[src/logic/rsx_pkg.sv]
// Shared constants and types for the rotate, subtract and skip execution datapath.
package rsx_pkg;

    // Register byte offsets on the AXI4-Lite bus.
    localparam logic [7:0] CMD_OFFSET     = 8'h00;
    localparam logic [7:0] OPERAND_OFFSET = 8'h04;
    localparam logic [7:0] ACC_OFFSET     = 8'h08;
    localparam logic [7:0] FLAG_OFFSET    = 8'h0c;
    localparam logic [7:0] MEM_OFFSET     = 8'h10;
    localparam logic [7:0] STATUS_OFFSET  = 8'h14;

    // Command register fields.
    localparam int CMD_OP_LSB  = 0;
    localparam int CMD_BIT_LSB = 4;

    // Status register fields.
    localparam int STATUS_BUSY_BIT = 0;
    localparam int STATUS_SKIP_BIT = 1;
    localparam int STATUS_MEMW_BIT = 2;
    localparam int STATUS_CYC_LSB  = 4;

    // Values after reset.
    localparam logic [7:0] ACC_RESET     = 8'h00;
    localparam logic [7:0] OPERAND_RESET = 8'h00;
    localparam logic [3:0] FLAG_RESET    = 4'h0;

    // Cycle counts of an instruction without and with a taken skip.
    localparam logic [1:0] ONE_CYCLE  = 2'h1;
    localparam logic [1:0] TWO_CYCLES = 2'h2;

    // Constant operands.
    localparam logic [7:0] ALL_ONES = 8'hff;
    localparam logic [7:0] ONE_BYTE = 8'h01;

    // AXI response codes.
    localparam logic [1:0] RESP_OKAY   = 2'h0;
    localparam logic [1:0] RESP_SLVERR = 2'h2;

    // Operation codes written into the command register.
    typedef enum logic [3:0] {
        rotate_right_carry_to_acc  = 4'h0,
        subtract_carry_to_acc      = 4'h1,
        subtract_carry_to_mem      = 4'h2,
        decrement_skip_zero        = 4'h3,
        decrement_to_acc_skip_zero = 4'h4,
        set_byte                   = 4'h5,
        set_bit                    = 4'h6,
        increment_skip_zero        = 4'h7,
        increment_to_acc_skip_zero = 4'h8,
        skip_bit_nonzero           = 4'h9,
        subtract_to_acc            = 4'ha,
        subtract_to_mem            = 4'hb,
        subtract_immediate         = 4'hc,
        swap_nibbles               = 4'hd
    } op_t;

    // Status flags, packed in register order (carry in bit 0).
    typedef struct packed {
        logic overflow_flag;
        logic zero_flag;
        logic half_carry_flag;
        logic carry_flag;
    } flags_t;

    // Output of the complement adder.
    typedef struct packed {
        logic [7:0] sum;
        flags_t     flags;
    } sub_result_t;

    // Execution sequencer states.
    typedef enum logic [2:0] {
        st_idle  = 3'b001,
        st_exec  = 3'b010,
        st_dummy = 3'b100
    } state_t;

endpackage

[src/logic/complement_adder.sv]
// Complement adder: a plus the one's complement of b plus a carry in.
module complement_adder
    import rsx_pkg::*;
(
    // Operands
    input  wire logic [7:0]  a,
    input  wire logic [7:0]  b,
    input  wire logic        carry_in,
    // Result with flags
    output sub_result_t      result
);

    logic [4:0] low_sum;
    logic [4:0] high_sum;
    logic [7:0] b_inv;

    // Split at the nibble so the bit-3-to-bit-4 carry is visible.
    assign b_inv    = ~b;
    assign low_sum  = {1'b0, a[3:0]} + {1'b0, b_inv[3:0]} + {4'h0, carry_in};
    assign high_sum = {1'b0, a[7:4]} + {1'b0, b_inv[7:4]} + {4'h0, low_sum[4]};

    // Carry set means no borrow; overflow on a sign change between like signs.
    assign result.sum                   = {high_sum[3:0], low_sum[3:0]}; // see (RULE15)
    assign result.flags.carry_flag      = high_sum[4]; // see (RULE15)
    assign result.flags.half_carry_flag = low_sum[4]; // see (RULE15)
    assign result.flags.zero_flag       = ({high_sum[3:0], low_sum[3:0]} == 8'h00);
    assign result.flags.overflow_flag   = (a[7] == b_inv[7]) && (high_sum[3] != a[7]);

endmodule

[src/logic/rsx_exec.sv]
// Rotate, subtract, set, skip and swap datapath behind an AXI4-Lite port.
//
// What this block does
// (RULE1) Rotate right through carry: operand into accumulator, bit 0 to carry.
// (RULE2) Subtract with carry to accumulator: acc plus ~operand plus carry, all flags.
// (RULE3) Subtract with carry to memory: same sum written back, all flags.
// (RULE4) Decrement memory, skip with a dummy cycle when the result is zero.
// (RULE5) Decrement into accumulator, memory unchanged, skip on zero, no flags.
// (RULE6) Set byte writes all ones to memory, flags untouched.
// (RULE7) Set bit forces only the selected memory bit to one.
// (RULE8) Increment memory, skip with a dummy cycle when it wraps to zero.
// (RULE9) Increment into accumulator, memory unchanged, skip on zero, no flags.
// (RULE10) Skip when the selected operand bit is one, else continue, nothing changes.
// (RULE11) Subtract operand from accumulator into accumulator, all flags.
// (RULE12) Subtract operand from accumulator into memory, all flags.
// (RULE13) Subtract immediate from accumulator into accumulator, all flags.
// (RULE14) Swap the two nibbles of the memory byte in place.
// (RULE15) Subtract carry means no borrow; half carry is the bit 3 carry.
module rsx_exec
    import rsx_pkg::*;
(
    // Clock and reset
    input  wire logic        clk,
    input  wire logic        sys_rst,
    // AXI4-Lite write address
    input  wire logic [7:0]  s_axi_awaddr,
    input  wire logic        s_axi_awvalid,
    output logic             s_axi_awready,
    // AXI4-Lite write data
    input  wire logic [31:0] s_axi_wdata,
    input  wire logic [3:0]  s_axi_wstrb,
    input  wire logic        s_axi_wvalid,
    output logic             s_axi_wready,
    // AXI4-Lite write response
    output logic [1:0]       s_axi_bresp,
    output logic             s_axi_bvalid,
    input  wire logic        s_axi_bready,
    // AXI4-Lite read address
    input  wire logic [7:0]  s_axi_araddr,
    input  wire logic        s_axi_arvalid,
    output logic             s_axi_arready,
    // AXI4-Lite read data
    output logic [31:0]      s_axi_rdata,
    output logic [1:0]       s_axi_rresp,
    output logic             s_axi_rvalid,
    input  wire logic        s_axi_rready,
    // Data memory write-back and fetch control
    output logic [7:0]       mem_wr_data,
    output logic             mem_wr_en,
    output logic             discard_fetch
);

    ////////////
    // Architectural state.

    state_t      state;
    state_t      next_state;
    logic [7:0]  accumulator_reg;
    flags_t      flags;
    logic [7:0]  operand;
    op_t         op;
    logic [2:0]  bit_sel;
    logic [7:0]  mem_result;
    logic        last_skip;
    logic        last_memw;
    logic [1:0]  last_cycles;

    ////////////
    // Write channel handshake.

    logic        aw_full;
    logic        w_full;
    logic [7:0]  aw_addr_q;
    logic [31:0] w_data_q;
    logic [3:0]  w_strb_q;
    logic        aw_take;
    logic        w_take;
    logic        aw_have;
    logic        w_have;
    logic        wr_do;
    logic        next_aw_full;
    logic        next_w_full;
    logic        next_bvalid;
    logic [7:0]  wr_addr;
    logic [31:0] wr_data;
    logic        wr_lane0;
    logic        wr_mapped;

    // Address and data are taken in either order; the write happens once both are held.
    assign aw_take      = s_axi_awvalid && s_axi_awready;
    assign w_take       = s_axi_wvalid && s_axi_wready;
    assign aw_have      = aw_full || aw_take;
    assign w_have       = w_full || w_take;
    assign wr_do        = aw_have && w_have;
    assign next_aw_full = aw_have && !wr_do;
    assign next_w_full  = w_have && !wr_do;
    assign next_bvalid  = wr_do || (s_axi_bvalid && !s_axi_bready);
    assign wr_addr      = aw_full ? aw_addr_q : s_axi_awaddr;
    assign wr_data      = w_full ? w_data_q : s_axi_wdata;
    assign wr_lane0     = w_full ? w_strb_q[0] : s_axi_wstrb[0];

    // Decode of the write target; only byte lane 0 carries register data.
    logic wr_cmd, wr_operand, wr_acc, wr_flag;

    assign wr_cmd     = wr_do && wr_lane0 && (wr_addr == CMD_OFFSET);
    assign wr_operand = wr_do && wr_lane0 && (wr_addr == OPERAND_OFFSET);
    assign wr_acc     = wr_do && wr_lane0 && (wr_addr == ACC_OFFSET);
    assign wr_flag    = wr_do && wr_lane0 && (wr_addr == FLAG_OFFSET);
    assign wr_mapped  = (wr_addr[1:0] == 2'b00) && (wr_addr <= STATUS_OFFSET);

    // Readies drop while a response is pending, so one write at a time is under way.
    always_ff @(posedge clk) begin
        if (sys_rst) begin
            aw_full       <= 1'b0;
            w_full        <= 1'b0;
            s_axi_awready <= 1'b0;
            s_axi_wready  <= 1'b0;
            s_axi_bvalid  <= 1'b0;
        end else begin
            aw_full       <= next_aw_full;
            w_full        <= next_w_full;
            s_axi_awready <= !next_aw_full && !next_bvalid;
            s_axi_wready  <= !next_w_full && !next_bvalid;
            s_axi_bvalid  <= next_bvalid;
        end
    end

    // Held address, data and response code.
    always_ff @(posedge clk) begin
        if (sys_rst) begin
            aw_addr_q   <= 8'h00;
            w_data_q    <= 32'h0000_0000;
            w_strb_q    <= 4'h0;
            s_axi_bresp <= RESP_OKAY;
        end else begin
            if (aw_take) begin
                aw_addr_q <= s_axi_awaddr;
            end
            if (w_take) begin
                w_data_q <= s_axi_wdata;
                w_strb_q <= s_axi_wstrb;
            end
            if (wr_do) begin
                s_axi_bresp <= wr_mapped ? RESP_OKAY : RESP_SLVERR;
            end
        end
    end

    ////////////
    // Read channel.

    logic        ar_take;
    logic        next_rvalid;
    logic [31:0] rd_value;
    logic        rd_mapped;
    logic [31:0] status_word;

    assign ar_take     = s_axi_arvalid && s_axi_arready;
    assign next_rvalid = ar_take || (s_axi_rvalid && !s_axi_rready);

    // Status shows the sequencer and the outcome of the last operation.
    assign status_word = {26'h0, last_cycles, 1'b0, last_memw, last_skip, (state != st_idle)};

    // Read mux; unused upper bits read as zero.
    assign rd_mapped = (s_axi_araddr[1:0] == 2'b00) && (s_axi_araddr <= STATUS_OFFSET);
    assign rd_value  = (s_axi_araddr == CMD_OFFSET)     ? {24'h0, 1'b0, bit_sel, op} :
                       (s_axi_araddr == OPERAND_OFFSET) ? {24'h0, operand} :
                       (s_axi_araddr == ACC_OFFSET)     ? {24'h0, accumulator_reg} :
                       (s_axi_araddr == FLAG_OFFSET)    ? {28'h0, flags} :
                       (s_axi_araddr == MEM_OFFSET)     ? {24'h0, mem_result} :
                       (s_axi_araddr == STATUS_OFFSET)  ? status_word : 32'h0000_0000;

    // One read at a time; data answer one cycle after the address is taken.
    always_ff @(posedge clk) begin
        if (sys_rst) begin
            s_axi_arready <= 1'b0;
            s_axi_rvalid  <= 1'b0;
            s_axi_rdata   <= 32'h0000_0000;
            s_axi_rresp   <= RESP_OKAY;
        end else begin
            s_axi_arready <= !next_rvalid;
            s_axi_rvalid  <= next_rvalid;
            if (ar_take) begin
                s_axi_rdata <= rd_value;
                s_axi_rresp <= rd_mapped ? RESP_OKAY : RESP_SLVERR;
            end
        end
    end

    ////////////
    // Datapath.

    sub_result_t sub_out;
    logic        sub_carry_in;
    logic        uses_carry;
    logic [7:0]  dec_value;
    logic [7:0]  inc_value;
    logic [7:0]  bit_mask;

    // Subtract-with-carry feeds the carry flag in; plain subtract feeds a one.
    assign uses_carry   = (op == subtract_carry_to_acc) || (op == subtract_carry_to_mem);
    assign sub_carry_in = uses_carry ? flags.carry_flag : 1'b1; // see (RULE2) (RULE11)
    assign dec_value    = operand - ONE_BYTE;
    assign inc_value    = operand + ONE_BYTE;
    assign bit_mask     = ONE_BYTE << bit_sel;

    complement_adder u_adder (
        .a        (accumulator_reg),
        .b        (operand),
        .carry_in (sub_carry_in),
        .result   (sub_out)
    );

    logic [7:0] next_acc;
    flags_t     next_flags;
    logic [7:0] next_mem;
    logic       next_memw;
    logic       next_skip;

    // Outcome of the current operation; anything not named leaves its state alone.
    always_comb begin
        next_acc   = accumulator_reg;
        next_flags = flags;
        next_mem   = operand;
        next_memw  = 1'b0;
        next_skip  = 1'b0;
        unique case (op)
            rotate_right_carry_to_acc: begin
                next_acc              = {flags.carry_flag, operand[7:1]}; // see (RULE1)
                next_flags.carry_flag = operand[0]; // see (RULE1)
            end
            subtract_carry_to_acc, subtract_to_acc, subtract_immediate: begin
                next_acc   = sub_out.sum; // see (RULE2) (RULE11) (RULE13)
                next_flags = sub_out.flags; // see (RULE2) (RULE11) (RULE13)
            end
            subtract_carry_to_mem, subtract_to_mem: begin
                next_mem   = sub_out.sum; // see (RULE3) (RULE12)
                next_memw  = 1'b1;
                next_flags = sub_out.flags; // see (RULE3) (RULE12)
            end
            decrement_skip_zero: begin
                next_mem  = dec_value; // see (RULE4)
                next_memw = 1'b1;
                next_skip = (dec_value == 8'h00); // see (RULE4)
            end
            decrement_to_acc_skip_zero: begin
                next_acc  = dec_value; // see (RULE5)
                next_skip = (dec_value == 8'h00); // see (RULE5)
            end
            set_byte: begin
                next_mem  = ALL_ONES; // see (RULE6)
                next_memw = 1'b1;
            end
            set_bit: begin
                next_mem  = operand | bit_mask; // see (RULE7)
                next_memw = 1'b1;
            end
            increment_skip_zero: begin
                next_mem  = inc_value; // see (RULE8)
                next_memw = 1'b1;
                next_skip = (inc_value == 8'h00); // see (RULE8)
            end
            increment_to_acc_skip_zero: begin
                next_acc  = inc_value; // see (RULE9)
                next_skip = (inc_value == 8'h00); // see (RULE9)
            end
            skip_bit_nonzero: begin
                next_skip = operand[bit_sel]; // see (RULE10)
            end
            swap_nibbles: begin
                next_mem  = {operand[3:0], operand[7:4]}; // see (RULE14)
                next_memw = 1'b1;
            end
            default: ;
        endcase
    end

    ////////////
    // Sequencer: a command runs one execute cycle, plus a dummy cycle on a skip.

    logic commit;
    assign commit = (state == st_exec);

    always_comb begin
        next_state = state;
        unique case (state)
            st_idle:  next_state = wr_cmd ? st_exec : st_idle;
            st_exec:  next_state = next_skip ? st_dummy : st_idle; // see (RULE4) (RULE10)
            st_dummy: next_state = st_idle;
            default:  next_state = st_idle;
        endcase
    end

    always_ff @(posedge clk) begin
        if (sys_rst) begin
            state <= st_idle;
        end else begin
            state <= next_state;
        end
    end

    // A command written while busy is dropped, so op and bit_sel hold through execute.
    always_ff @(posedge clk) begin
        if (sys_rst) begin
            op      <= rotate_right_carry_to_acc;
            bit_sel <= 3'h0;
        end else if (wr_cmd && (state == st_idle)) begin
            op      <= op_t'(wr_data[CMD_OP_LSB +: 4]);
            bit_sel <= wr_data[CMD_BIT_LSB +: 3];
        end
    end

    // Operand is the memory byte or the immediate, loaded only while idle.
    always_ff @(posedge clk) begin
        if (sys_rst) begin
            operand <= OPERAND_RESET;
        end else if (wr_operand && (state == st_idle)) begin
            operand <= wr_data[7:0];
        end
    end

    // Accumulator and flags: the datapath wins over a software write in the commit cycle.
    always_ff @(posedge clk) begin
        if (sys_rst) begin
            accumulator_reg <= ACC_RESET;
            flags           <= flags_t'(FLAG_RESET);
        end else if (commit) begin
            accumulator_reg <= next_acc;
            flags           <= next_flags;
        end else begin
            if (wr_acc) begin
                accumulator_reg <= wr_data[7:0];
            end
            if (wr_flag) begin
                flags <= flags_t'(wr_data[3:0]);
            end
        end
    end

    // Outcome of the last operation, kept for software.
    always_ff @(posedge clk) begin
        if (sys_rst) begin
            mem_result  <= OPERAND_RESET;
            last_skip   <= 1'b0;
            last_memw   <= 1'b0;
            last_cycles <= 2'h0;
        end else if (commit) begin
            mem_result  <= next_memw ? next_mem : operand;
            last_skip   <= next_skip;
            last_memw   <= next_memw;
            last_cycles <= next_skip ? TWO_CYCLES : ONE_CYCLE; // see (RULE4) (RULE8)
        end
    end

    // Memory write strobe and prefetch discard come straight from flops.
    always_ff @(posedge clk) begin
        if (sys_rst) begin
            mem_wr_data   <= 8'h00;
            mem_wr_en     <= 1'b0;
            discard_fetch <= 1'b0;
        end else begin
            mem_wr_en     <= commit && next_memw;
            discard_fetch <= commit && next_skip; // see (RULE4) (RULE10)
            if (commit && next_memw) begin
                mem_wr_data <= next_mem;
            end
        end
    end

endmodule

[config.mk]
export PLATFORM = sky130hd
export DESIGN_NAME = rsx_exec
export DESIGN_NICKNAME = d
export VERILOG_FILES = /design/src/logic/rsx_pkg.sv /design/src/logic/complement_adder.sv /design/src/logic/rsx_exec.sv
export SDC_FILE = /design/constraint.sdc
export NUM_CORES = 1
export LEC_CHECK = 0
export BUFFER_PORTS_ARGS = -buffer_cell sky130_fd_sc_hd__buf_2
export CAP_MARGIN = 20
export CORE_MARGIN = 2
export CORE_UTILIZATION = 55
export CTS_CLUSTER_DIAMETER = 40
export DETAILED_ROUTE_END_ITERATION = 8
export GPL_ROUTABILITY_DRIVEN = 0
export HOLD_SLACK_MARGIN = 0.05
export PLACE_DENSITY = 0.8
export SYNTH_ARGS = -nofsm -noshare
export SYNTH_HDL_FRONTEND = slang
export SYNTH_SLANG_ARGS = --single-unit
[constraint.sdc]
create_clock -name clk -period 13.24 [get_ports clk]
set_input_delay 3.972 -clock clk [delete_from_list [all_inputs] [get_ports clk]]
set_output_delay 3.972 -clock clk [all_outputs]
set_load 0.01 [all_outputs]
Word-level counts from Yosys, hierarchy flattened
Index checks and enable logic that the tools add are counted.
{ "word_totals": {"reg_bits": 112, "input_bits": 59, "elab_cells": 152} }
{ "op_classes": {"add_sub_neg": 6, "n_mux": 29, "n_reduce_logical": 53, "shift": 1, "eq_ne": 29, "bitwise": 2, "magnitude_cmp": 3} }
{ "op_table": {"columns": ["op", "count"], "rows": [
  ["$mux W8", 10],
  ["$pmux W8 S6", 1],
  ["$logic_not A8 Y1", 5],
  ["$eq A8 B4 Y1 const B", 4],
  ["$pmux W8 S4", 1],
  ["$eq A4 B4 Y1 const B", 6],
  ["$logic_and A1 B1 Y1", 22],
  ["$eq A4 B3 Y1 const B", 4],
  ["$eq A8 B3 Y1 const B", 2],
  ["$eq A8 B5 Y1 const B", 2],
  ["$le A8 B5 Y1 const B", 2],
  ["$add A4 B4 Y5", 2],
  ["$add A5 B1 Y5", 2],
  ["$add A8 B1 Y8 const B", 1],
  ["$eq A4 B2 Y1 const B", 2],
  ["$mux W2", 4],
  ["$mux W4", 2],
  ["$not A8 Y8", 1],
  ["$or A8 B8 Y8", 1],
  ["$shl A1 B3 Y8 const A", 1],
  ["$sub A8 B1 Y8 const B", 1],
  ["$logic_not A1 Y1", 7],
  ["$reduce_or A7 Y1", 1],
  ["$mux W3", 2],
  ["24 further kinds", 37]
]} }

Depth between registers and ports, before layout
Gate-level depths: netlist of run 1.
{ "logic_depth": {"depth_word": 9, "ltp_mapped": 15, "ltp_nobuf": 13} }

Modules after synthesis
A second synthesis of run 1 with hierarchy kept.
{ "unflattened": {"cells_unflattened": 776, "area_unflattened_um2": 5945.7} }
{ "modules_own_cells": {"columns": ["module", "cells_per_inst", "area_per_inst_um2", "instances", "seq_area_each_um2"], "rows": [
  ["rsx_exec", 737, 5606.6, 1, 1701.6],
  ["complement_adder", 39, 339.1, 1, 0.0]
]} }

Least setup slack after synthesis of run 1
OpenSTA, ideal clock, no wires.
{ "synth_path": {"path_kind": "input to register", "start": "input s_axi_awvalid", "end": "register accumulator_reg[7]", "slack_ns": 7.698, "setup_time_ns": 0.096, "required_ns": 13.144, "cell_stages": 7, "arrival_ns": 5.447, "path_buffers": 2, "cell_sequence": "buf_2 > a21oi_1 > a21oi_2 > nand4b_4 > o31a_1 > buf_2 > o41ai_2"} }
{ "synth_via": {"elab_chain_cells": 7} }
{ "synth_rtl": {"columns": ["element", "line_no", "text"], "rows": [
  ["from (decl)", "rsx_exec.sv:27", "input wire logic s_axi_awvalid,"],
  ["$logic_and A1 B1 Y1", "rsx_exec.sv:90", "assign aw_take = s_axi_awvalid && s_axi_awready;"],
  ["$logic_or A1 B1 Y1", "rsx_exec.sv:92", "assign aw_have = aw_full || aw_take;"],
  ["$logic_and A1 B1 Y1", "rsx_exec.sv:94", "assign wr_do = aw_have && w_have;"],
  ["$logic_and A1 B1 Y1 (2 in series)", "rsx_exec.sv:107", "assign wr_acc = wr_do && wr_lane0 && (wr_addr == ACC_OFFSET);"],
  ["$reduce_bool A2 Y1 (no source line)", null, null],
  ["$reduce_and A2 Y1 (no source line)", null, null],
  ["to (signal assigned)", "rsx_exec.sv:328", "accumulator_reg <= next_acc;"],
  ["to (signal assigned)", "rsx_exec.sv:332", "accumulator_reg <= wr_data[7:0];"],
  ["to (decl)", "rsx_exec.sv:58", "logic [7:0] accumulator_reg;"]
]} }
Every way passes these cells.
A chain may end at the register's enable or synchronous reset.

Final worst setup path of run 1
{ "layout_path": {"start": "input s_axi_wvalid", "end": "register state[0]"} }
{ "layout_via": {"elab_chain_cells": 7} }
{ "layout_rtl": {"columns": ["element", "line_no", "text"], "rows": [
  ["from (decl)", "rsx_exec.sv:32", "input wire logic s_axi_wvalid,"],
  ["$logic_and A1 B1 Y1", "rsx_exec.sv:91", "assign w_take = s_axi_wvalid && s_axi_wready;"],
  ["$logic_or A1 B1 Y1", "rsx_exec.sv:93", "assign w_have = w_full || w_take;"],
  ["$logic_and A1 B1 Y1", "rsx_exec.sv:94", null],
  ["$logic_and A1 B1 Y1 (2 in series)", "rsx_exec.sv:105", "assign wr_cmd = wr_do && wr_lane0 && (wr_addr == CMD_OFFSET);"],
  ["$mux W2", "rsx_exec.sv:287", "st_idle: next_state = wr_cmd ? st_exec : st_idle;"],
  ["$pmux W3 S2", "rsx_exec.sv:286", "unique case (state)"],
  ["to (signal assigned)", "rsx_exec.sv:296", "state <= st_idle;"],
  ["to (signal assigned)", "rsx_exec.sv:298", "state <= next_state;"],
  ["to (decl)", "rsx_exec.sv:56", "state_t state;"]
]} }
Every way passes these cells.

==> results of run 1 <==
-- how the worst max path moves through the flow --
stage | from | to
floorplan | s_axi_awvalid | accumulator_reg[7]
global placement | s_axi_wvalid | state[0]
detailed placement | s_axi_wvalid | state[0]
CTS | s_axi_wvalid | state[0]
global route | s_axi_wvalid | state[0]
finish | s_axi_wvalid | state[0]
-- area by class of cell --
type / instances / area (µm²) / share of cell area
Clock buffer: 9 / 124 / 0.0212
Clock inverter: 7 / 97.6 / 0.0167
Inverter: 19 / 71.3 / 0.0122
Multi-Input combinational cell: 530 / 3380 / 0.579
Sequential cell: 85 / 1700 / 0.291
Tap cell: 133 / 166 / 0.0285
Timing Repair Buffer: 59 / 303 / 0.0518
-- metal layers --
metal | global-route usage | up-vias
met4 | 0.143 | 0
met1 | 0.371 | 2504
met2 | 0.458 | 364
li1 | - | 2474
met3 | 0.0539 | 87
met5 | 0 | -
-- synth_stat cells, types with 3 or more instances --
cell type,count,share of area
buf_4,29,0.039
o31ai_1,6,0.0082
nand3b_1,5,0.0068
mux2i_1,15,0.027
ha_1,9,0.020
and2_1,5,0.0057
nor2b_1,8,0.0091
fa_1,4,0.015
nor2_1,74,0.050
a221o_1,6,0.011
nand2b_1,11,0.012
nor3_1,26,0.024
a211oi_1,26,0.035
a22oi_1,9,0.012
buf_2,15,0.014
and3_1,3,0.0034
or3_1,6,0.0068
o22ai_1,6,0.0068
xnor2_1,14,0.022
a221oi_1,9,0.014
xor2_1,5,0.0079
o21ai_0,17,0.015
a21oi_1,50,0.045
nand2_1,68,0.046
a21o_1,9,0.012
clkbuf_1,32,0.022
a31oi_1,5,0.0057
o211ai_1,4,0.0054
nor4_1,7,0.0079
buf_1,7,0.0048
nor3b_1,5,0.0068
nand3_1,18,0.016
a22o_1,3,0.0048
or4_1,4,0.0054
a2bb2oi_1,3,0.0048
o31a_1,3,0.0048
dfxtp_1,85,0.31
inv_1,18,0.012
o21a_1,4,0.0054
a211o_1,3,0.0048
mux2_2,3,0.0061
o221ai_1,4,0.0064
nand4_1,4,0.0045
-- cells by family after synthesis --
logic type / after synthesis / share of synthesized area
buffers and inverters: 103 / 0.0946
other: 1 / 0.000680
and+or+nand+nor: 262 / 0.248
muxes: 18 / 0.0334
AOI/OAI and AO/OA: 192 / 0.249
adders and majority gates: 13 / 0.0350
DFF: 85 / 0.309
xor gates and xnor gates: 19 / 0.0302
-- worst reg2reg max path: stages (launching register included) --
cell and delay [ns]:
dfxtp_1 0.88, xnor2_1 0.13, or4_1 0.45, fa_1 0.42
fa_1 0.42, a21o_1 0.17, a21o_1 0.20, fa_1 0.41
fa_1 0.51, or4_1 0.51, or4_1 0.41, nor3_1 0.26
nor3_1 0.09, a211oi_1 0.23
-- per-stage QoR --
stage	hold WS [ns]	total power, W	worst slack (ns)	std cells	util
3_3_place_gp	0.438	0.000314	7.19	826	0.578
3_5_place_dp	0.448	0.000316	7.07	826	0.578
2_1_floorplan	0.432	0.000309	7.70	718	-
5_1_grt	0.477	0.000537	7.27	842	0.601
6_report	0.461	0.000519	7.46	842	0.601
4_1_cts	0.462	0.000519	7.46	842	0.601
-- report_power, final --
| group | switching (W) | leakage [nW] | internal, W |
|---|---|---|---|
| Clock | 0.000101 | 0.106 | 0.000107 |
| Sequential | 0.00000512 | 0.688 | 0.000260 |
| Combinational | 0.0000298 | 1.36 | 0.0000159 |
==> summary.md, run 1 <==
| Metric | Value |
|---|---|
| Area Growth Syn to Fin | `6.06%` |
| Post-route ant nets | `0` |
| Critical path's top delay family | `simple AND/OR/NAND/NOR gates` |
| TritonCTS clock tree | `built` |
| Fmax | `173 MHz` |
| CTS Buf Count | `9` |
| Die span in y | `104 µm` |
| Fin crit period | `5.78 ns` |
| # Max-Cap Violations | `0` |
| EDFF count, synth | `0` |
| DRT Wirelength | `15.6 mm` |
| Leakage | `2.16 nW` |
| Max layer used | `met4` |
| Highest-count cells in the layout ignoring fill and taps | `85 x dfxtp_1, 74 x nor2_1, 68 x nand2_1, 56 x buf_2, 50 x a21oi_1` |
| Critical path, cell by cell | `buf_2, nand2_1, a21oi_2, nand4b_4, nor4_4, nor2_1, or3_1` |
| Commonest non-fill, non-tap cell in the layout | `dfxtp_1` |
| First-pass GRT wire length | `25.2 mm` |
| Vias per cell | `roughly 6.4` |
| Peak VDD IR | `74.8 µV` |
| Min-Delay Path Class | `reg2reg` |
| Reg clk slew, reported paths | `about 0.09 ns` |
| 1st-iter DRT viols | `between 700 and 800` |
| Crit Path Max Fanout | `16` |
| Crit path buf inv count | `1` |
| Gr usage total | `0.286` |
| Critical Path RT | `13.50 ns` |
| Via count | `around 5400` |
| Setup crit start kind | `primary input` |
| Metal-1 WL | `6.00 mm` |
| Crit path capture type | `register` |
| Critical path depth | `7` |
| Final nets | `776` |
| Least-Margin Pin Slew | `~1.0 ns` |
| RSZ-0062 raised after global routing | `false` |
| Hold Path Stages | `2` |
| Clk buf depth | `2` |
| Hold endpoint | `aw_addr_q[5]` |
| Core ar. | `9730 µm²` |
| Antenna violations before repair | `0` |
| Layout fillers | `~900` |
| HPWL after DPL | `10.8 mm` |
| Synthesized area | `5510 µm²` |
| Yosys reg bits | `85` |
| Final slew viol count | `0` |
| Hold wc startpoint | `aw_addr_q[5]` |
| Relative slew slack | `0.331` |
| Synth Instances | `693` |
| First drt pass iteration count | `9` |
| Routed length per instance | `18.5 µm` |
| Setup Buffers After CTS | `0` |
| Reg-to-reg critical path startpoint | `op[1]` |
| Fin Setup TNS | `0 ns` |
| Die footprint | `10800 µm²` |
| Critical Path AT | `a little over 6 ns` |
| # clock sinks | `85` |
| Sequential share of the synthesized area | `0.309` |
| Diode count | `0` |
| H-Tree Depth | `3` |
| Gates resized, CTS repair | `0` |
| Starting density of the core | `0.567` |
| Synth Area per Inst | `7.95 µm²` |
| Clk_lat worst skew | `about 0.38 ns` |
| Hold buffers post-CTS | `0` |
| Port Buffer Count | `56` |
| Vias in the first global route | `between 5000 and 6000` |
| # IOs | `between 100 and 150` |
| R2r setup slk | `just over 8 ns` |
| Share of the clock period used by the worst path | `0.437` |
| Dominant synthesized flop cell | `dfxtp_1` |
| Root Buffer Master | `clkbuf_8` |
| Met3 WL | `1.67 mm` |
| Reg2reg end | `flags[2]` |
| Ys Warns | `0` |
| FFs w/ async S/R, synth | `0` |
| Setup Viol. Count Final | `0` |
| DRC violation count after routing | `0` |
| Slowest CP cell | `nor4_4` |
| Pwr Density | `between 80 and 90 nW/µm²` |
| Final Hold Fails | `0` |
| Total grt overflow | `0` |
| Largest net degree at the start of global routing | `82` |
| Status | `finished, final reports clean` |
| Share of layout cells above drive strength 1 | `0.140` |
| Critical path type | `in2reg` |
| Design area | `between 5000 and 6000 µm²` |
| # rows | `36` |
| Clock Skew | `0.0140 ns` |
| DR WL met2 | `7.23 mm` |
| Post-DP Area | `between 5000 and 6000 µm²` |
| Width of the die | `104 µm` |
| Cell variety after synth | `79` |
| Max incr delay on CP | `0.71 ns` |
| R2R cell count | `13` |
Power figures use the tool's default switching activity.
==> run 2, diff against run 1 <==
--- a/config.mk
+++ b/config.mk
@@ -8,12 +8,12 @@
 export BUFFER_PORTS_ARGS = -buffer_cell sky130_fd_sc_hd__buf_2
 export CAP_MARGIN = 20
 export CORE_MARGIN = 2
-export CORE_UTILIZATION = 55
+export CORE_UTILIZATION = 51
 export CTS_CLUSTER_DIAMETER = 40
 export DETAILED_ROUTE_END_ITERATION = 8
 export GPL_ROUTABILITY_DRIVEN = 0
 export HOLD_SLACK_MARGIN = 0.05
-export PLACE_DENSITY = 0.8
+export PLACE_DENSITY = 0.78
 export SYNTH_ARGS = -nofsm -noshare
 export SYNTH_HDL_FRONTEND = slang
 export SYNTH_SLANG_ARGS = --single-unit
==> constraint.sdc (replaced) <==
create_clock -name clk -period 4.7 [get_ports clk]
set_input_delay 1.41 -clock clk [delete_from_list [all_inputs] [get_ports clk]]
set_output_delay 1.41 -clock clk [all_outputs]
set_load 0.01 [all_outputs]
==> summary.md, run 2 (synthesis gave the netlist of run 1 again) <==
| Metric | Value |
|---|---|
| Vias in the first global route | `4988 (-1.6%)` |
| RSZ-0062 raised after global routing | `false` |
| Antenna violations before repair | `0 (unchanged)` |
| Core ar. | `10400 µm² (+7.1%)` |
| Setup Viol. Count Final | `0 (unchanged)` |
| Fmax | `222 MHz` |
| Pwr Density | `249 nW/µm² (+180%)` |
| First-pass GRT wire length | `25.2 mm (+0.16%)` |
| TritonCTS clock tree | `built` |
| Largest net degree at the start of global routing | `59 (-28%)` |
| Post-route ant nets | `0 (unchanged)` |
| Starting density of the core | `0.529 (-0.0374)` |
| 1st-iter DRT viols | `675 (-11%)` |
| HPWL after DPL | `11.0 mm (+1.6%)` |
| Final slew viol count | `0 (unchanged)` |
| Port Buffer Count | `56 (unchanged)` |
| Least-Margin Pin Slew | `1.07 ns (+0.0618 ns)` |
| Post-placement cell count | `840 (+1.7%)` |
| Root Buffer Master | `clkbuf_8` |
| Reg clk slew, reported paths | `0.08 ns (about the same)` |
| # IOs | `110 (unchanged)` |
| Max incr delay on CP | `0.52 ns (-0.19 ns)` |
| Share of the clock period used by the worst path | `0.957` |
| Routed length per instance | `18.2 µm (-1.4%)` |
| Setup crit end | `flags[2]` |
| Width of the die | `108 µm (+3.7%)` |
| Share of layout cells above drive strength 1 | `0.152 (+0.0120)` |
| Critical Path RT | `4.97 ns (-8.53 ns)` |
| Critical path, cell by cell | `xnor2_1, or4_1, fa_2, fa_1, a21o_1, a21o_1, fa_1, fa_1, or4_1, or4_1, nor3_2, nor3_1, a211oi_1` |
| Clk buf depth | `2 (unchanged)` |
| Reg2reg end | `flags[2]` |
| Final Non-Filler Cells | `855 (+1.5%)` |
| # Max-Cap Violations | `0 (unchanged)` |
| Crit Path Max Fanout | `3 (-13)` |
| Total grt overflow | `0 (unchanged)` |
| Relative slew slack | `0.290 (-0.0412)` |
| Final Core Density | `0.571 (-0.0299)` |
| Critical Path AT | `4.77 ns (-1.27 ns)` |
| H-Tree Depth | `3 (unchanged)` |
| Die span in y | `108 µm (+3.7%)` |
| DRC violation count after routing | `0 (unchanged)` |
| Via count | `5489 (+1.1%)` |
| R2R cell count | `13 (unchanged)` |
| Commonest non-fill, non-tap cell in the layout | `dfxtp_1` |
| Final Hold Fails | `0 (unchanged)` |
| CTS Buf Count | `9 (unchanged)` |
| Worst setup path start | `op[1]` |
| Area Growth Syn to Fin | `7.90%` |
| # rows | `37 (+2.8%)` |
| Vias per cell | `6.42 (-0.43%)` |
| Fin crit period | `4.50 ns` |
| # clock sinks | `85 (unchanged)` |
| Clk_lat worst skew | `0.36 ns (-0.02 ns)` |
| Setup crit start kind | `register` |
| Slowest CP cell | `or4_1` |
| Diode count | `0 (unchanged)` |
| Status | `finished, final reports clean` |
| DRT Wirelength | `15.6 mm (about the same)` |
| First drt pass iteration count | `6 (-3)` |
| Clock Skew | `0.00521 ns (-0.00877 ns)` |
| Reg-to-reg critical path startpoint | `op[1]` |
| Crit path capture type | `register` |
| R2r setup slk | `0.20 ns (-7.86 ns)` |
| Leakage | `2.22 nW (+2.9%)` |
| Peak VDD IR | `177 µV (+140%)` |
| Die footprint | `11700 µm² (+7.5%)` |
| Final nets | `787 (+1.4%)` |
| Min-Delay Path Class | `reg2reg` |
| Critical path type | `reg2reg` |
| Gr usage total | `0.276 (-0.0103)` |
| Highest-count cells in the layout ignoring fill and taps | `85 x dfxtp_1, 74 x nor2_1, 68 x nand2_1, 56 x buf_2, 50 x a21oi_1` |
| Hold buffers post-CTS | `0 (unchanged)` |
| Fin Setup TNS | `0 ns (unchanged)` |
==> run 2: worst min path at each step <==
stage,start,to,slack (ns),depth (start not counted)
floorplan,mem_result[4],mem_result[4],0.43,2
finish,s_axi_rdata[1],s_axi_rdata[1],0.45,2
CTS,s_axi_rdata[1],s_axi_rdata[1],0.46,2
global route,w_data_q[5],w_data_q[5],0.49,2
global placement,w_data_q[1],w_data_q[1],0.44,2
detailed placement,s_axi_rdata[1],s_axi_rdata[1],0.45,2
==> run 2: metrics by stage <==
step	setup slack (ns)	hold WS, ns	cell area [µm²]	total power (W)
finish	0.202	0.454	5950	0.00148
global route	0.0235	0.485	5950	0.00154
CTS	0.123	0.458	5940	0.00149
detailed placement	0.166	0.448	5710	0.000892
global placement	0.235	0.441	5710	0.000888
floorplan	0.105	0.432	5610	0.000870
==> run 2: repair_timing <==
item                                    4_1_cts  5_1_grt
endpoints found under the setup margin        0        1
resized for setup                             0        2
setup buffers                                 0        0
==> run 2: report_power, final <==
part	leakage [nW]	total, W	switching [W]	internal (W)
clock	0.110	0.000606	0.000255	0.000351
combinational	1.42	0.000130	0.0000847	0.0000450
sequential	0.688	0.000747	0.0000143	0.000733
total	2.22	0.00148	0.000354	0.00113
==> run 2: layer usage <==
| metal | GRT usage | share of wire | vias up |
|---|---|---|---|
| li1 | - | - | 2513 |
| met3 | 0.0561 | 0.094 | 77 |
| met2 | 0.438 | 0.47 | 326 |
| met1 | 0.361 | 0.40 | 2573 |
| met5 | 0 | 0 | - |
| met4 | 0.132 | 0.039 | 0 |
==> run 2: worst max-delay path, delay by kind of cell, from the launching register on <==
family | cells | cell delay [ns]
adder cells (fa/ha/maj) | 4 | 1.71
AND/OR/NAND/NOR | 5 | 1.65
AO/OA/AOI/OAI | 3 | 0.58
flip-flops | 1 | 0.34
XOR/XNOR | 1 | 0.13
==> run 2: layout make-up <==
class	instances	area [µm²]
clock buffer	11	131
fill	951	4470
tap	136	170
sequential	85	1700
multi-input combinational	530	3390
clock inverter	4	97.6
timing repair buffer	70	385
inverter	19	71.3
==> run 3, diff against run 2 <==
--- a/config.mk
+++ b/config.mk
@@ -14,6 +14,7 @@
 export GPL_ROUTABILITY_DRIVEN = 0
 export HOLD_SLACK_MARGIN = 0.05
 export PLACE_DENSITY = 0.78
+export RECOVER_POWER = 50
 export SYNTH_ARGS = -nofsm -noshare
 export SYNTH_HDL_FRONTEND = slang
 export SYNTH_SLANG_ARGS = --single-unit
==> summary.md, run 3 (synthesis gave the netlist of run 1 again) <==
| Metric | Value |
|---|---|
| # IOs | `110 (unchanged)` |
| # rows | `37 (unchanged)` |
| RSZ-0062 raised after global routing | `false` |
| Reg clk slew, reported paths | `0.08 ns (about the same)` |
| First drt pass iteration count | `8 (+2)` |
| Routed length per instance | `18.3 µm (+0.53%)` |
| Final Hold Fails | `0 (unchanged)` |
| Design area | `5880 µm² (-1.1%)` |
| Setup crit start kind | `register` |
| Via count | `5477 (-0.22%)` |
| Largest net degree at the start of global routing | `59 (unchanged)` |
| # clock sinks | `85 (unchanged)` |
| Critical Path AT | `4.80 ns (+0.03 ns)` |
| Relative slew slack | `0.291 (+0.00138)` |
| Crit Path Max Fanout | `3 (unchanged)` |
| Antenna violations before repair | `0 (unchanged)` |
| Setup Buffers After CTS | `0 (unchanged)` |
| First-pass GRT wire length | `25.2 mm (unchanged)` |
| Clock Skew | `0.00581 ns (+0.000594 ns)` |
| R2r setup slk | `0.18 ns (-0.02 ns)` |
| Area Growth Syn to Fin | `6.74%` |
| Critical Path RT | `4.97 ns (about the same)` |
| Peak VDD IR | `176 µV (-0.40%)` |
| Highest-count cells in the layout ignoring fill and taps | `85 x dfxtp_1, 74 x nor2_1, 68 x nand2_1, 51 x a21oi_1, 31 x buf_2` |
| Post-DP Area | `5710 µm² (unchanged)` |
| Port Buffer Count | `56 (unchanged)` |
| Share of the clock period used by the worst path | `0.962 (+0.00523)` |
| Diode count | `0 (unchanged)` |
| Final nets | `787 (unchanged)` |
| 1st-iter DRT viols | `550 (-19%)` |
| # Max-Cap Violations | `0 (unchanged)` |
| Vias in the first global route | `4988 (unchanged)` |
| Root Buffer Master | `clkbuf_8` |
| Pwr Density | `252 nW/µm² (+1.0%)` |
| Core ar. | `10400 µm² (unchanged)` |
| H-Tree Depth | `3 (unchanged)` |
| Least-Margin Pin Slew | `1.06 ns (-0.00207 ns)` |
| Setup Viol. Count Final | `0 (unchanged)` |
| Clk buf depth | `2 (unchanged)` |
| DRT Wirelength | `15.7 mm (+0.53%)` |
| Reg-to-reg critical path startpoint | `op[1]` |
| Die footprint | `11700 µm² (unchanged)` |
| Crit path capture type | `register` |
| Die span in y | `108 µm (unchanged)` |
| Area occupied by registers | `1700 µm² (unchanged)` |
| Worst setup path start | `op[1]` |
| Gates resized, CTS repair | `0 (unchanged)` |
| Fmax | `221 MHz (-0.54%)` |
| TritonCTS clock tree | `built` |
| Min-Delay Path Class | `reg2reg` |
| HPWL after DPL | `11.0 mm (unchanged)` |
| Final slew viol count | `0 (unchanged)` |
| Setup crit end | `flags[2]` |
| Post-route ant nets | `0 (unchanged)` |
| Commonest non-fill, non-tap cell in the layout | `dfxtp_1` |
| Hold buffers post-CTS | `0 (unchanged)` |
| Clk_lat worst skew | `0.37 ns (about the same)` |
| Critical path type | `reg2reg` |
| Total grt overflow | `0 (unchanged)` |
| Leakage | `2.09 nW (-6.0%)` |
| Gr usage total | `0.276 (unchanged)` |
| Fin crit period | `4.52 ns (+0.0246 ns)` |
| Starting density of the core | `0.529 (unchanged)` |
| Footprint of the multi-input gates | `3360 µm² (-0.85%)` |
| CTS Buf Count | `9 (unchanged)` |
| R2R cell count | `13 (unchanged)` |
| Fin Setup TNS | `0 ns (unchanged)` |
| Status | `finished, final reports clean` |
| Share of layout cells above drive strength 1 | `0.111 (-0.0403)` |
| Reg2reg end | `flags[2]` |
| DRC violation count after routing | `0 (unchanged)` |
| Vias per cell | `6.41 (-0.22%)` |
| Width of the die | `108 µm (unchanged)` |
| Layout fillers | `963 (+1.3%)` |
| Hold_ws | `0.457 ns (+0.00379 ns)` |
run 3: worst min-delay path by stage:
stage | end | cells after the start | slack, ns | startpoint
after floorplan | mem_result[4] | 2 | 0.43 | mem_result[4]
after global placement | w_data_q[1] | 2 | 0.44 | w_data_q[1]
after detailed placement | s_axi_rdata[1] | 2 | 0.45 | s_axi_rdata[1]
after CTS | s_axi_rdata[1] | 2 | 0.46 | s_axi_rdata[1]
after global routing | w_data_q[5] | 2 | 0.49 | w_data_q[5]
final | s_axi_rdata[1] | 2 | 0.46 | s_axi_rdata[1]
run 3: worst max-delay path, cell delays in order (launching register included):
cell and delay (ns):
dfxtp_1 0.34, xnor2_1 0.13, or4_1 0.45, fa_2 0.38
fa_1 0.42, a21o_1 0.17, a21o_1 0.20, fa_1 0.41
fa_1 0.51, or4_1 0.52, or4_1 0.42, nor3_2 0.19
nor3_1 0.08, a211oi_1 0.21
run 3: power breakdown:
group / leakage (nW) / internal [W] / switching [W] / total, W
clock network: 0.110 / 0.000351 / 0.000255 / 0.000606
registers: 0.688 / 0.000733 / 0.0000144 / 0.000747
logic: 1.29 / 0.0000438 / 0.0000846 / 0.000128
total: 2.09 / 0.00113 / 0.000354 / 0.00148
run 3: area by class of cell:
type                       count  share of cell area
inverter                      19              0.0121
clock buffer                  11              0.0223
multi-input combinational    530               0.571
tap                          136              0.0289
timing repair buffer          70              0.0595
clock inverter                 4              0.0166
sequential                    85               0.289
run 3: routing by layer:
metal | vias to the layer above | global-route usage | wire [µm] | share of wire
met4 | 0 | 0.132 | 692 | 0.044
li1 | 2508 | - | - | -
met2 | 340 | 0.438 | 7150 | 0.46
met3 | 79 | 0.0561 | 1510 | 0.097
met5 | - | 0 | 0 | 0
met1 | 2550 | 0.361 | 6300 | 0.40
run 3: stage by stage:
stage / utilization / setup WS (ns) / std cells / total power, W
after detailed placement: 0.548 / 0.166 / 840 / 0.000892
after global placement: 0.548 / 0.235 / 840 / 0.000888
final: 0.565 / 0.177 / 855 / 0.00148
after global routing: 0.565 / 0.0313 / 855 / 0.00154
after floorplan: - / 0.105 / 718 / 0.000870
after CTS: 0.570 / 0.123 / 855 / 0.00149
